$ cat config.mk
export PLATFORM = sky130hd
export DESIGN_NAME = srcr_regs
export DESIGN_NICKNAME = d
export VERILOG_FILES = /design/src/inc/srcr_pkg.sv /design/src/design/srcr_rate_decode.sv /design/src/design/srcr_apb_slave.sv /design/src/design/srcr_regs.sv
export SDC_FILE = /design/constraint.sdc
export NUM_CORES = 1
export LEC_CHECK = 0
export ABC_AREA = 1
export BUFFER_PORTS_ARGS = -buffer_cell sky130_fd_sc_hd__buf_4
export CORE_MARGIN = 1.5
export CORE_UTILIZATION = 64
export CTS_BUF_LIST = sky130_fd_sc_hd__clkbuf_8
export CTS_CLUSTER_SIZE = 20
export DETAILED_ROUTE_END_ITERATION = 6
export HOLD_SLACK_MARGIN = 0.15
export MAX_ROUTING_LAYER = met4
export PLACE_DENSITY = 0.8
export SLEW_MARGIN = 30
export SYNTH_ARGS = -nofsm -noshare
export SYNTH_HDL_FRONTEND = slang
export SYNTH_SLANG_ARGS = --single-unit
$ cat constraint.sdc
create_clock -name pclk -period 4.14 [get_ports pclk]
set_input_delay 0.828 -clock pclk [delete_from_list [all_inputs] [get_ports pclk]]
set_output_delay 0.828 -clock pclk [all_outputs]
set_load 0.02 [all_outputs]
$ cat src/inc/srcr_pkg.sv
/*
 * Constants, field layouts, reset values and types for the per-setup
 * rate and calibration register bank.
 * Assumes a 250 MHz pclk and a 32-bit APB register bus.
 */
package srcr_pkg;

   // ************************************************************
   // Widths
   // ************************************************************
   localparam int unsigned ADDR_W      = 12;
   localparam int unsigned DATA_W      = 32;
   localparam int unsigned COEF_W      = 24;
   localparam int unsigned SETUP_W     = 3;
   localparam int unsigned NUM_SETUPS  = 8;
   localparam int unsigned IDX_W       = 8;
   localparam int unsigned RATE_CODE_W = 5;
   localparam int unsigned ORDER_W     = 2;
   localparam int unsigned FILTER_W    = 7;
   localparam int unsigned RATE_W      = 32;
   localparam int unsigned ACC_W       = 40;

   // ************************************************************
   // Register indices (byte address is four times the index)
   // ************************************************************
   localparam logic [7:0] IDX_FILTER_BASE = 8'h20;
   localparam logic [7:0] IDX_ZERO_BASE   = 8'h30;
   localparam logic [7:0] IDX_ZERO_LAST   = 8'h37;
   localparam logic [7:0] IDX_FULL_BASE   = 8'h38;
   localparam logic [7:0] IDX_FULL_LAST   = 8'h3F;
   localparam logic [7:0] IDX_RATE_BASE   = 8'h40;

   // ************************************************************
   // Filter configuration fields
   // ************************************************************
   localparam int unsigned RATE_CODE_LSB = 0;
   localparam int unsigned ORDER_LSB     = 5;
   localparam logic [1:0]  ORDER_DEFAULT = 2'h0;
   localparam logic [1:0]  ORDER_SINC3   = 2'h3;

   // ************************************************************
   // Reset values
   // ************************************************************
   localparam logic [6:0]  FILTER_RESET      = 7'h00;
   localparam logic [23:0] ZERO_RESET        = 24'h80_0000;
   localparam logic [3:0]  FULL_RESET_HI     = 4'h5;
   localparam logic [3:0]  FULL_RESET_LO     = 4'h0;
   localparam logic [15:0] FULL_TRIM_DEFAULT = 16'h0000;

   // ************************************************************
   // Timing
   // ************************************************************
   localparam logic [39:0] CLK_FREQ_HZ  = 40'h00_0EE6_B280;
   localparam logic [39:0] MSPS_PER_SPS = 40'h00_0000_03E8;
   localparam logic [39:0] ACC_MODULUS  = CLK_FREQ_HZ * MSPS_PER_SPS;

   // ************************************************************
   // Bus phase tracking
   // ************************************************************
   typedef enum logic [1:0] {
      APB_IDLE   = 2'b01,
      APB_ACCESS = 2'b10
   } srcr_apb_state_t;

endpackage : srcr_pkg

$ cat src/design/srcr_rate_decode.sv
/*
 * Decodes a setup's output rate code and filter order into the output
 * rate in thousandths of a sample per second.
 * Assumes the package srcr_pkg; purely combinational.
 */
`timescale 1ns/1ns
module srcr_rate_decode (
   input  wire logic [4:0]  rate_code,
   input  wire logic [1:0]  order_sel,
   output logic      [31:0] rate_msps
);

   // ************************************************************
   // Rate table
   // ************************************************************
   // Codes 10101 and above all decode as the slowest rate, 2.5 SPS.
   function automatic logic [31:0] rate_lookup(input logic [4:0] code,
                                               input logic       sinc3);
      case (code)
         5'h00, 5'h01: rate_lookup = 32'h0773_5940;
         5'h02, 5'h03: rate_lookup = 32'h03B9_ACA0;
         5'h04:        rate_lookup = 32'h01DC_D650;
         5'h05:        rate_lookup = 32'h017D_7840;
         5'h06:        rate_lookup = 32'h00EE_6B28;
         5'h07:        rate_lookup = sinc3 ? 32'h009E_F23C
                                           : 32'h009E_89F0;
         5'h08:        rate_lookup = sinc3 ? 32'h004C_4B40
                                           : 32'h004C_33D0;
         5'h09:        rate_lookup = sinc3 ? 32'h0026_25A0
                                           : 32'h0026_1DD0;
         5'h0A:        rate_lookup = 32'h000F_4240;
         5'h0B:        rate_lookup = 32'h0007_A120;
         5'h0C:        rate_lookup = sinc3 ? 32'h0006_1CD8
                                           : 32'h0006_08EC;
         5'h0D:        rate_lookup = 32'h0003_0D40;
         5'h0E:        rate_lookup = 32'h0001_86A0;
         5'h0F:        rate_lookup = 32'h0000_E9DE;
         5'h10:        rate_lookup = sinc3 ? 32'h0000_C350
                                           : 32'h0000_C300;
         5'h11:        rate_lookup = 32'h0000_4E20;
         5'h12:        rate_lookup = 32'h0000_411E;
         5'h13:        rate_lookup = 32'h0000_2710;
         5'h14:        rate_lookup = 32'h0000_1388;
         default:      rate_lookup = 32'h0000_09C4;
      endcase
   endfunction : rate_lookup

   // Only the sinc3 order code switches the table; others use default.
   always_comb begin
      rate_msps = rate_lookup(rate_code,
                              order_sel == srcr_pkg::ORDER_SINC3);
   end

endmodule : srcr_rate_decode

$ cat src/design/srcr_apb_slave.sv
/*
 * APB slave front end: tracks the bus phase, latches read data in the
 * setup cycle and answers with no wait state in the access cycle.
 * Assumes a master that holds its request until pready is sampled high.
 */
`timescale 1ns/1ns
module srcr_apb_slave (
   input  wire logic        pclk,
   input  wire logic        presetn,
   input  wire logic        psel,
   input  wire logic        penable,
   input  wire logic        pwrite,
   input  wire logic [11:0] paddr,
   output logic      [31:0] prdata,
   output logic             pready,
   output logic             pslverr,
   input  wire logic [31:0] reg_rd_data,
   input  wire logic        reg_ok,
   output logic      [7:0]  acc_idx,
   output logic             wr_pulse
);

   srcr_pkg::srcr_apb_state_t state_q;
   logic                      err_q;
   logic [31:0]               prdata_q;
   logic                      aligned;

   assign acc_idx = paddr[9:2];
   assign aligned = (paddr[1:0] == 2'h0) && (paddr[11:10] == 2'h0);

   // ************************************************************
   // Phase tracking and read capture
   // ************************************************************
   always_ff @(posedge pclk or negedge presetn) begin
      if (!presetn) begin
         state_q  <= srcr_pkg::APB_IDLE;
         err_q    <= 1'b0;
         prdata_q <= 32'h0000_0000;
      end else begin
         case (state_q)
            srcr_pkg::APB_IDLE: begin
               if (psel && !penable) begin
                  state_q  <= srcr_pkg::APB_ACCESS;
                  err_q    <= !(aligned && reg_ok);
                  prdata_q <= (aligned && reg_ok && !pwrite) ?
                              reg_rd_data : 32'h0000_0000;
               end
            end
            srcr_pkg::APB_ACCESS: begin
               if (psel && penable) begin
                  state_q <= srcr_pkg::APB_IDLE;
               end
            end
            default: state_q <= srcr_pkg::APB_IDLE;
         endcase
      end
   end

   assign pready   = (state_q == srcr_pkg::APB_ACCESS) && psel && penable;
   assign pslverr  = pready && err_q;
   assign wr_pulse = pready && pwrite && !err_q;
   assign prdata   = prdata_q;

endmodule : srcr_apb_slave

$ cat src/design/srcr_regs.sv
/*
 * Per-setup conversion configuration bank: filter order and output rate
 * code, zero-scale and full-scale calibration coefficients for eight
 * setups, decoded rate readback and a sample tick at the active rate.
 * Assumes APB from a master on pclk and a setup selection that is
 * synchronous to pclk.
 */
//
// Overview of operation
// - Each setup picks default filter (order 00) or sinc3 (order 11).
// - Rate code 00111 gives 10390 SPS default, 10416.7 SPS sinc3.
// - Code 01000 gives 4994/5000 SPS; code 01001 gives 2498/2500 SPS.
// - Rate code 01100 gives 395.5 SPS default, 400.6 SPS sinc3.
// - Rate code 10000 gives 49.92 SPS default, 50 SPS sinc3.
// - Each setup owns a readable, writable 24-bit zero-scale coefficient.
// - Zero-scale registers at 0x30 to 0x37, reset to 0x800000.
// - Each setup owns a readable, writable 24-bit full-scale coefficient.
// - Full-scale registers at 0x38 to 0x3F, reset 0x5XXXX0.
`timescale 1ns/1ns
module srcr_regs #(
   parameter logic [15:0] FULL_TRIM = srcr_pkg::FULL_TRIM_DEFAULT
) (
   input  wire logic        pclk,
   input  wire logic        presetn,
   input  wire logic        psel,
   input  wire logic        penable,
   input  wire logic        pwrite,
   input  wire logic [11:0] paddr,
   input  wire logic [31:0] pwdata,
   input  wire logic [3:0]  pstrb,
   output logic      [31:0] prdata,
   output logic             pready,
   output logic             pslverr,
   input  wire logic [2:0]  active_setup,
   output logic      [23:0] zero_scale_coefficient,
   output logic      [23:0] full_scale_coefficient,
   output logic      [1:0]  filter_order_select,
   output logic      [4:0]  output_rate_code,
   output logic      [31:0] output_rate_msps,
   output logic             sample_tick
);

   // The middle digits of the full-scale reset value are a trim value.
   localparam logic [23:0] FULL_RESET = {srcr_pkg::FULL_RESET_HI,
                                         FULL_TRIM,
                                         srcr_pkg::FULL_RESET_LO};

   // ************************************************************
   // Address decode helpers
   // ************************************************************
   function automatic logic in_filter(input logic [7:0] idx);
      in_filter = (idx[7:3] == srcr_pkg::IDX_FILTER_BASE[7:3]);
   endfunction : in_filter

   function automatic logic in_zero(input logic [7:0] idx);
      in_zero = (idx >= srcr_pkg::IDX_ZERO_BASE) &&
                (idx <= srcr_pkg::IDX_ZERO_LAST);
   endfunction : in_zero

   function automatic logic in_full(input logic [7:0] idx);
      in_full = (idx >= srcr_pkg::IDX_FULL_BASE) &&
                (idx <= srcr_pkg::IDX_FULL_LAST);
   endfunction : in_full

   function automatic logic in_rate(input logic [7:0] idx);
      in_rate = (idx[7:3] == srcr_pkg::IDX_RATE_BASE[7:3]);
   endfunction : in_rate

   // Applies byte strobes to the low three lanes of a coefficient.
   function automatic logic [23:0] merge24(input logic [23:0] old,
                                           input logic [31:0] wdata,
                                           input logic [3:0]  strb);
      merge24 = old;
      for (int b = 0; b < 3; b++) begin
         if (strb[b]) begin
            merge24[b*8 +: 8] = wdata[b*8 +: 8];
         end
      end
   endfunction : merge24

   // ************************************************************
   // Storage
   // ************************************************************
   logic [6:0]  filter_q [8];
   logic [23:0] zero_q   [8];
   logic [23:0] full_q   [8];

   logic [7:0]  acc_idx;
   logic [2:0]  acc_setup;
   logic        wr_pulse;
   logic        reg_ok;
   logic [31:0] reg_rd_data;
   logic [31:0] rd_rate_msps;
   logic [31:0] act_rate_msps;

   assign acc_setup = acc_idx[2:0];

   // ************************************************************
   // Bus front end
   // ************************************************************
   srcr_apb_slave u_apb (
      .pclk        (pclk),
      .presetn     (presetn),
      .psel        (psel),
      .penable     (penable),
      .pwrite      (pwrite),
      .paddr       (paddr),
      .prdata      (prdata),
      .pready      (pready),
      .pslverr     (pslverr),
      .reg_rd_data (reg_rd_data),
      .reg_ok      (reg_ok),
      .acc_idx     (acc_idx),
      .wr_pulse    (wr_pulse)
   );

   // Rate readback slots are read-only; writes to them are errors.
   always_comb begin
      if (pwrite) begin
         reg_ok = in_filter(acc_idx) || in_zero(acc_idx) ||
                  in_full(acc_idx);
      end else begin
         reg_ok = in_filter(acc_idx) || in_zero(acc_idx) ||
                  in_full(acc_idx) || in_rate(acc_idx);
      end
   end

   // ************************************************************
   // Filter configuration registers
   // ************************************************************
   always_ff @(posedge pclk or negedge presetn) begin
      if (!presetn) begin
         for (int s = 0; s < 8; s++) begin
            filter_q[s] <= srcr_pkg::FILTER_RESET;
         end
      end else if (wr_pulse && in_filter(acc_idx) && pstrb[0]) begin
         filter_q[acc_setup] <= pwdata[6:0];
      end
   end

   // ************************************************************
   // Zero-scale coefficients
   // ************************************************************
   always_ff @(posedge pclk or negedge presetn) begin
      if (!presetn) begin
         for (int s = 0; s < 8; s++) begin
            zero_q[s] <= srcr_pkg::ZERO_RESET;
         end
      end else if (wr_pulse && in_zero(acc_idx)) begin
         zero_q[acc_setup] <= merge24(zero_q[acc_setup],
                                      pwdata, pstrb);
      end
   end

   // ************************************************************
   // Full-scale coefficients
   // ************************************************************
   always_ff @(posedge pclk or negedge presetn) begin
      if (!presetn) begin
         for (int s = 0; s < 8; s++) begin
            full_q[s] <= FULL_RESET;
         end
      end else if (wr_pulse && in_full(acc_idx)) begin
         full_q[acc_setup] <= merge24(full_q[acc_setup],
                                      pwdata, pstrb);
      end
   end

   // ************************************************************
   // Read multiplexer
   // ************************************************************
   srcr_rate_decode u_rd_rate (
      .rate_code (filter_q[acc_setup][4:0]),
      .order_sel (filter_q[acc_setup][6:5]),
      .rate_msps (rd_rate_msps)
   );

   always_comb begin
      reg_rd_data = 32'h0000_0000;
      if (in_filter(acc_idx)) begin
         reg_rd_data = {25'h000_0000, filter_q[acc_setup]};
      end else if (in_zero(acc_idx)) begin
         reg_rd_data = {8'h00, zero_q[acc_setup]};
      end else if (in_full(acc_idx)) begin
         reg_rd_data = {8'h00, full_q[acc_setup]};
      end else if (in_rate(acc_idx)) begin
         reg_rd_data = rd_rate_msps;
      end
   end

   // ************************************************************
   // Active setup outputs
   // ************************************************************
   srcr_rate_decode u_act_rate (
      .rate_code (filter_q[active_setup][4:0]),
      .order_sel (filter_q[active_setup][6:5]),
      .rate_msps (act_rate_msps)
   );

   // Each output follows the active setup one edge later, so a switch of
   // setup reaches every output in the same cycle.
   always_ff @(posedge pclk or negedge presetn) begin
      if (!presetn) begin
         zero_scale_coefficient <= srcr_pkg::ZERO_RESET;
      end else begin
         zero_scale_coefficient <= zero_q[active_setup];
      end
   end

   always_ff @(posedge pclk or negedge presetn) begin
      if (!presetn) begin
         full_scale_coefficient <= FULL_RESET;
      end else begin
         full_scale_coefficient <= full_q[active_setup];
      end
   end

   always_ff @(posedge pclk or negedge presetn) begin
      if (!presetn) begin
         filter_order_select <= srcr_pkg::ORDER_DEFAULT;
      end else begin
         filter_order_select <= filter_q[active_setup][6:5];
      end
   end

   always_ff @(posedge pclk or negedge presetn) begin
      if (!presetn) begin
         output_rate_code <= 5'h00;
      end else begin
         output_rate_code <= filter_q[active_setup][4:0];
      end
   end

   always_ff @(posedge pclk or negedge presetn) begin
      if (!presetn) begin
         output_rate_msps <= 32'h0000_0000;
      end else begin
         output_rate_msps <= act_rate_msps;
      end
   end

   // ************************************************************
   // Sample tick generator
   // ************************************************************
   // A phase accumulator adds the rate in milli-SPS every cycle and
   // wraps at the clock rate in milli-Hz, so the tick averages the rate
   // exactly even where the period is not a whole number of cycles.
   logic [39:0] acc_q;
   logic [39:0] acc_sum;
   logic        rate_change;
   logic        acc_wrap;

   assign acc_sum     = acc_q + 40'(output_rate_msps);
   assign rate_change = (act_rate_msps != output_rate_msps);
   assign acc_wrap    = (acc_sum >= srcr_pkg::ACC_MODULUS);

   always_ff @(posedge pclk or negedge presetn) begin
      if (!presetn) begin
         acc_q <= 40'h00_0000_0000;
      end else if (rate_change) begin
         acc_q <= 40'h00_0000_0000;
      end else if (acc_wrap) begin
         acc_q <= acc_sum - srcr_pkg::ACC_MODULUS;
      end else begin
         acc_q <= acc_sum;
      end
   end

   // A rate change restarts the phase and swallows the tick of that cycle.
   always_ff @(posedge pclk or negedge presetn) begin
      if (!presetn) begin
         sample_tick <= 1'b0;
      end else begin
         sample_tick <= acc_wrap && !rate_change;
      end
   end

endmodule : srcr_regs

Yosys cells after proc, flatten, opt, wreduce, memory -nomap -nowiden
Index checks and enable logic that the tools add are counted.
{"block": "classes", "addsub": 2, "magnitude_cmp": 8, "eq_ne": 49, "n_mux": 60, "bitwise_logic": 2, "n_reduce_logical": 36}
{"op": "$pmux 32 s19", "count": 2}
{"op": "$bwmux 192", "count": 2}
{"op": "$bmux 24 s3", "count": 4}
{"op": "$mux 24", "count": 9}
{"op": "$mux 32", "count": 5}
{"op": "$mux 8", "count": 12}
{"op": "$eq 5x4->1 const B", "count": 17}
{"op": "$mux 40", "count": 2}
{"op": "$demux 24 s3", "count": 1}
{"op": "$mux 15", "count": 4}
{"op": "$bwmux 56", "count": 1}
{"op": "$eq 5x5->1 const B", "count": 10}
{"op": "$mux 7", "count": 7}
{"op": "$eq 5x3->1 const B", "count": 9}
{"op": "$bmux 7 s3", "count": 2}
{"op": "$add 40x32->40", "count": 1}
{"op": "$ge 40x38->1 const B", "count": 1}
{"op": "$sub 40x38->40 const B", "count": 1}
{"op": "$ne 32x32->1", "count": 1}
{"op": "$mux 14", "count": 2}
{"op": "$mux 13", "count": 2}
{"op": "$demux 7 s3", "count": 1}
{"op": "$eq 5x2->1 const B", "count": 4}
{"op": "$logic_and 1x1->1", "count": 18}
{"op": "18 further kinds", "count": 39}
{"block": "word_totals", "ff_bits": 603, "input_bits": 56, "out_inout_bits": 122, "elab_cells": 191}

Logic depth before layout (Yosys ltp)
{"block": "logic_depth", "word_depth": 12, "ltp_mapped": 25, "ltp_nobuf": 24}

By module
From an unflattened synthesis, not the netlist that was laid out.
{"block": "unflattened", "cells_unflattened": 4660, "area_unflattened_um2": 34828.4}
{"mod": "srcr_regs", "instances": 1, "cells_per_inst": 4080, "area_per_inst_um2": 31510.2, "seq_area_each_um2": 14247.4}
{"mod": "srcr_apb_slave", "instances": 1, "cells_per_inst": 240, "area_per_inst_um2": 1769.2, "seq_area_each_um2": 877.1}
{"mod": "srcr_rate_decode", "instances": 2, "cells_per_inst": 170, "area_per_inst_um2": 774.5, "seq_area_each_um2": 0.0}

Worst setup path after synthesis
OpenSTA, ideal clock, no wires.
{"block": "synth_path", "path_type": "register -> register", "start": "register output_rate_msps[1]", "end": "register acc_q[13]", "setup_ns": 0.121, "arrival_time_ns": 3.160, "t_required_ns": 4.019, "setup_slack_ns": 0.859, "path_stages_with_launch": 22, "path_buffers": 2, "synth_period_minus_slack_ns": 3.281, "path_cell_list": "dfrtp_1 > ha_1 > fa_1 > nand3_1 > nor2_1 > nand2_1 > nand3_1 > xor2_1 > inv_1 > ha_1 > nand3_1 > nand2_1 > nand2_1 > nand3_1 > nand2_1 > nand3_1 > nand3_1 > buf_4 > buf_2 > nand2_1 > o21ai_0 > nor2_1"}
{"block": "synth_between", "elab_chain_len": 4, "word_cells_on_any_way": 6, "cone_classes": "2 x add/sub; 1 x order compare; 1 x eq/ne; 2 x mux"}
{"item": "from (decl)", "line_no": "srcr_regs.sv:39", "text": "output logic [31:0] output_rate_msps,"}
{"item": "from (signal assigned)", "line_no": "srcr_regs.sv:238", "text": "output_rate_msps <= act_rate_msps;"}
{"item": "$add 40x32->40", "line_no": "srcr_regs.sv:253", "text": "assign acc_sum = acc_q + 40'(output_rate_msps);"}
{"item": "$sub 40x38->40 or $ge 40x38->1 (tied branches)", "line_no": "srcr_regs.sv:263, srcr_regs.sv:255"}
{"item": "$mux 40", "line_no": "srcr_regs.sv:262", "text": "end else if (acc_wrap) begin"}
{"item": "$mux 40 *", "line_no": "srcr_regs.sv:260", "text": "end else if (rate_change) begin"}
{"item": "to (signal assigned)", "line_no": "srcr_regs.sv:263", "text": "acc_q <= acc_sum - srcr_pkg::ACC_MODULUS;"}
{"item": "to (signal assigned)", "line_no": "srcr_regs.sv:265", "text": "acc_q <= acc_sum;"}
{"item": "to (decl)", "line_no": "srcr_regs.sv:248", "text": "logic [39:0] acc_q;"}
Every way passes the cells marked *; elsewhere a longest branch is shown, timed or not.
A chain may end at the register's enable or synchronous reset.

Final worst setup path
{"block": "layout_path", "start": "register output_rate_msps[1]", "end": "register acc_q[10]"}
The elaborated chain is that of the path after synthesis.

==> metrics.md <==
| Metric | Value |
|---|---|
| Status | `complete, but fails checks` |
| Violated checks | `design-rule violations` |
| Category of the worst setup path launch point | `flip-flop` |
| Rows | `84` |
| Worst setup slack before clock tree synthesis | `0.297 ns` |
| Count of flip-flops with a built-in enable after synthesis | `0` |
| Overall fraction of global-route tracks in use | `43.5%` |
| Wire length per cell | `20.8 µm` |
| Final TNS setup | `0 ns` |
| Worst path max stage delay | `0.44 ns` |
| Maximum clock frequency | `0.255 GHz` |
| Horizontal die dimension | `235 µm` |
| Cts hold-fix bufs | `0` |
| Overall power after layout | `13.6 mW` |
| Initial Utilization | `65.1%` |
| Number of buffers on the longest clock path | `3` |
| Final clock period utilization by the worst path | `94.6%` |
| Sequential area share after synthesis | `43.0%` |
| Detail Placement HPWL | `78800 µm` |
| Arrival time of the worst setup path | `4.54 ns` |
| Die outline height | `235 µm` |
| Initial detailed-routing violation count | `3973` |
| Largest net degree at the start of global routing | `181` |
| Worst-case clock skew | `0.0418 ns` |
| Number of buffers inserted by port buffering | `157` |
| Area of the die | `55300 µm²` |
| Number of nets in the finished design | `4959` |
| Synthesized instance count | `4727` |
| Synthesized flop and latch total | `591` |
| Crit path capture type | `flip-flop` |
| Area growth from synthesis to layout | `13.4%` |
| Via count | `34611` |
| Number of antenna violations at the first check in global routing | `2` |
| Number of maximum-capacitance violations | `0` |
| Cell at the root of the clock tree | `sky130_fd_sc_hd__clkbuf_8` |
| Critical path data required time | `4.76 ns` |
| Clock buffers created by TritonCTS | `99` |
| Number of nets still failing antenna checks after routing | `0` |
| Total routed wirelength | `117000 µm` |
| Number of warnings issued by yosys | `0` |
| Initial DRT Pass Iterations | `7` |
| Worst slew slack as a fraction of its limit | `38.2%` |
| List of cells traversed by the critical path | `ha_1 -> fa_1 -> nand3_1 -> nor2_1 -> nand2_1 -> nand3_1 -> xor2_2 -> inv_1 -> ha_1 -> nand4_1 -> nor3_1 -> nand3_1 -> nor2_1 -> nand3_1 -> nand3_4 -> buf_12 -> inv_1 -> nand2_1 -> nand3_1 -> nor2_1` |
| Final setup violation count | `0` |
| Worst setup margin | `0.225 ns` |
| Cell area after technology mapping | `34500 µm²` |
| Critical Path Slowest Stage Cell | `sky130_fd_sc_hd__fa_1` |
| H-tree levels | `3` |
| Power density of the placed cells | `348 nW/µm²` |
| Share of layout cells above drive strength 1 | `13.0%` |
| Final hold viol count | `0` |
| Clock-pin slew of the registers on the worst-case setup and hold paths | `0.06 ns` |
| Max VDD drop | `333 µV` |
| Maximum net fanout on the critical path | `25` |
| Total DRC errors in the routed layout | `1` |
| Critical path class | `flip-flop to flip-flop` |
| Leakage | `19.6 nW` |
| Max-slew violation total from the final report | `0` |
| Global-route wire length before repair | `182000 µm` |
| Worst Hold Class | `input pin to asynchronous set/reset pin` |
| Core Util, Final | `73.8%` |
| Tmin final | `3.91 ns` |
| TritonCTS clock tree | `built` |
| Number of placed I/O pins | `178` |
| Ratio of routed vias to standard cells | `6.13` |
| Grt ovf | `0` |
| GPL Wtd Cong | `1.04` |
| Buffers inserted during post-CTS setup optimization | `0` |
| Post-synthesis cell type count | `54` |
| Most frequent cell on the critical path | `sky130_fd_sc_hd__nand3_1` |
| Worst Reg-to-Reg Cells | `20` |
| Proportion of synthesized flip-flops having asynchronous set or reset | `100%` |
| Post-Syn Area per Cell | `7.30 µm²` |
| Number of clock sinks | `591` |
| RSZ-0062 raised after global routing | `yes` |
| Number of global-route vias before repair | `32622` |
| Clock latency reported for the late side of the worst-skew pair | `0.73 ns` |
| Core outline area | `53000 µm²` |
| Worst hold-check slack | `0.163 ns` |
| Leading register cell type out of synthesis | `sky130_fd_sc_hd__dfrtp_1` |
| Actual slew at the worst max-slew pin | `0.927 ns` |
layout by cell type, fill, tap and decap left out, drive strengths merged, types with 2 or more instances in the layout:
cell / synthesis / final
xnor2: 11 / 11
bufinv: 0 / 4
buf: 61 / 280
clkinv: 3 / 16
dfstp: 28 / 28
nor2: 366 / 366
xor2: 8 / 8
nor4: 6 / 6
diode: 0 / 2
a22oi: 35 / 35
o221ai: 8 / 8
nand3b: 9 / 9
o22ai: 83 / 83
inv: 669 / 705
nand2: 1254 / 1254
a221oi: 86 / 86
nor3: 23 / 23
o211ai: 7 / 7
a31oi: 84 / 84
and2: 3 / 3
o22a: 2 / 2
clkbuf: 183 / 129
nand4: 45 / 45
nand3: 218 / 218
dfrtp: 563 / 563
a21oi: 252 / 252
ha: 28 / 28
o21bai: 4 / 4
o2111ai: 27 / 27
o21ai: 576 / 576
mux2: 77 / 77
conb: 1 / 11
worst max-delay path: cells and delay by family, from the launching register on:
kind          cells  cell delay [ns]
fa+ha+maj         3             0.95
flops             1             0.41
buf+inv           3             0.34
xor+xnor          1             0.23
simple gates     13             1.87
Yosys cell counts (all sizes together), types with 61 or more instances:
master | n | share of area [%]
clkbuf | 183 | 2.0
nand2 | 1254 | 14
buf | 61 | 1.1
nand3 | 218 | 3.5
a21oi | 252 | 3.7
inv | 669 | 7.3
a31oi | 84 | 1.5
o21ai | 576 | 8.4
mux2 | 77 | 2.5
a221oi | 86 | 2.2
dfrtp | 563 | 41
o22ai | 83 | 1.5
nor2 | 366 | 4.3
final timing paths:
check,from,endpoint,slack (ns)
max in group asynchronous,presetn,full_q[164]$_DFFE_PN1P_,2.91
setup / recovery,output_rate_msps[1]$_DFF_PN0_,acc_q[10]$_DFF_PN0_,0.23
min in group pclk,psel,u_apb.state_q[0]$_DFFE_PN1P_,0.43
hold reg to reg,filter_q[3]$_DFFE_PN0P_,filter_q[3]$_DFFE_PN0P_,0.48
hold / removal,presetn,filter_q[43]$_DFFE_PN0P_,0.16
setup reg to reg,output_rate_msps[1]$_DFF_PN0_,acc_q[10]$_DFF_PN0_,0.23
stage by stage:
| stage | cells | cell area, µm² |
|---|---|---|
| 2_1_floorplan | 4737 | 34500 |
| 3_3_place_gp | 5461 | 36900 |
| 3_5_place_dp | 5461 | 36900 |
| 4_1_cts | 5644 | 39100 |
| 5_1_grt | 5646 | 39100 |
| 6_report | 5646 | 39100 |
power by group:
group	leakage [nW]	switching (mW)	internal, mW
sequential	6.63	0.0946	5.87
clock	1.23	2.54	3.07
combinational	11.8	1.45	0.580
total	19.6	4.08	9.52
state kept, by name, summed over array words and instances (netlist names), 2 cells and up:
name                    count
output_rate_msps           26
zero_q                    192
zero_scale_coefficient     24
filter_q                   56
filter_order_select         2
output_rate_code            5
full_q                    192
full_scale_coefficient     24
u_apb.prdata               27
acc_q                      39
u_apb.state_q               2
logic make-up (layout without fill, tap and decap cells):
kind of cell    after synthesis  after routing  share of synthesized area (%)
simple gates               1925           1925                           23.2
compound gates             1169           1169                           19.3
buf+inv                     916           1135                           10.4
flops                       591            591                           43.0
mux                          77             77                           2.51
fa+ha+maj                    29             29                           1.07
xor+xnor                     19             19                          0.482
other cells                   1             13                         0.0109
timing repair:
| item | CTS | global route |
|---|---|---|
| gates resized for setup | 0 | 5 |
| hold endpoints to repair | 0 | 0 |
| endpoints found under the setup margin | 0 | 12 |
metal layers:
layer | part of all wire, % | vias up | wire, µm | global-route usage [%]
li1 | - | 15853 | - | -
met1 | 38 | 16147 | 44900 | 55.9
met2 | 44 | 2119 | 51700 | 64.9
met3 | 12 | 492 | 13600 | 8.75
met4 | 6.0 | 0 | 6990 | 23.5
met5 | 0 | - | 0 | -
area by class of cell:
class / instances / area (µm²)
Clock inverter: 54 / 385
Timing Repair Buffer: 280 / 2430
Antenna cell: 2 / 5.00
Inverter: 672 / 2530
Sequential cell: 591 / 14800
Tap cell: 688 / 861
Multi-Input combinational cell: 3230 / 16300
Clock buffer: 129 / 1780
Fill cell: 4277 / 13900
Note: power is estimated with default switching activity, not from simulation.
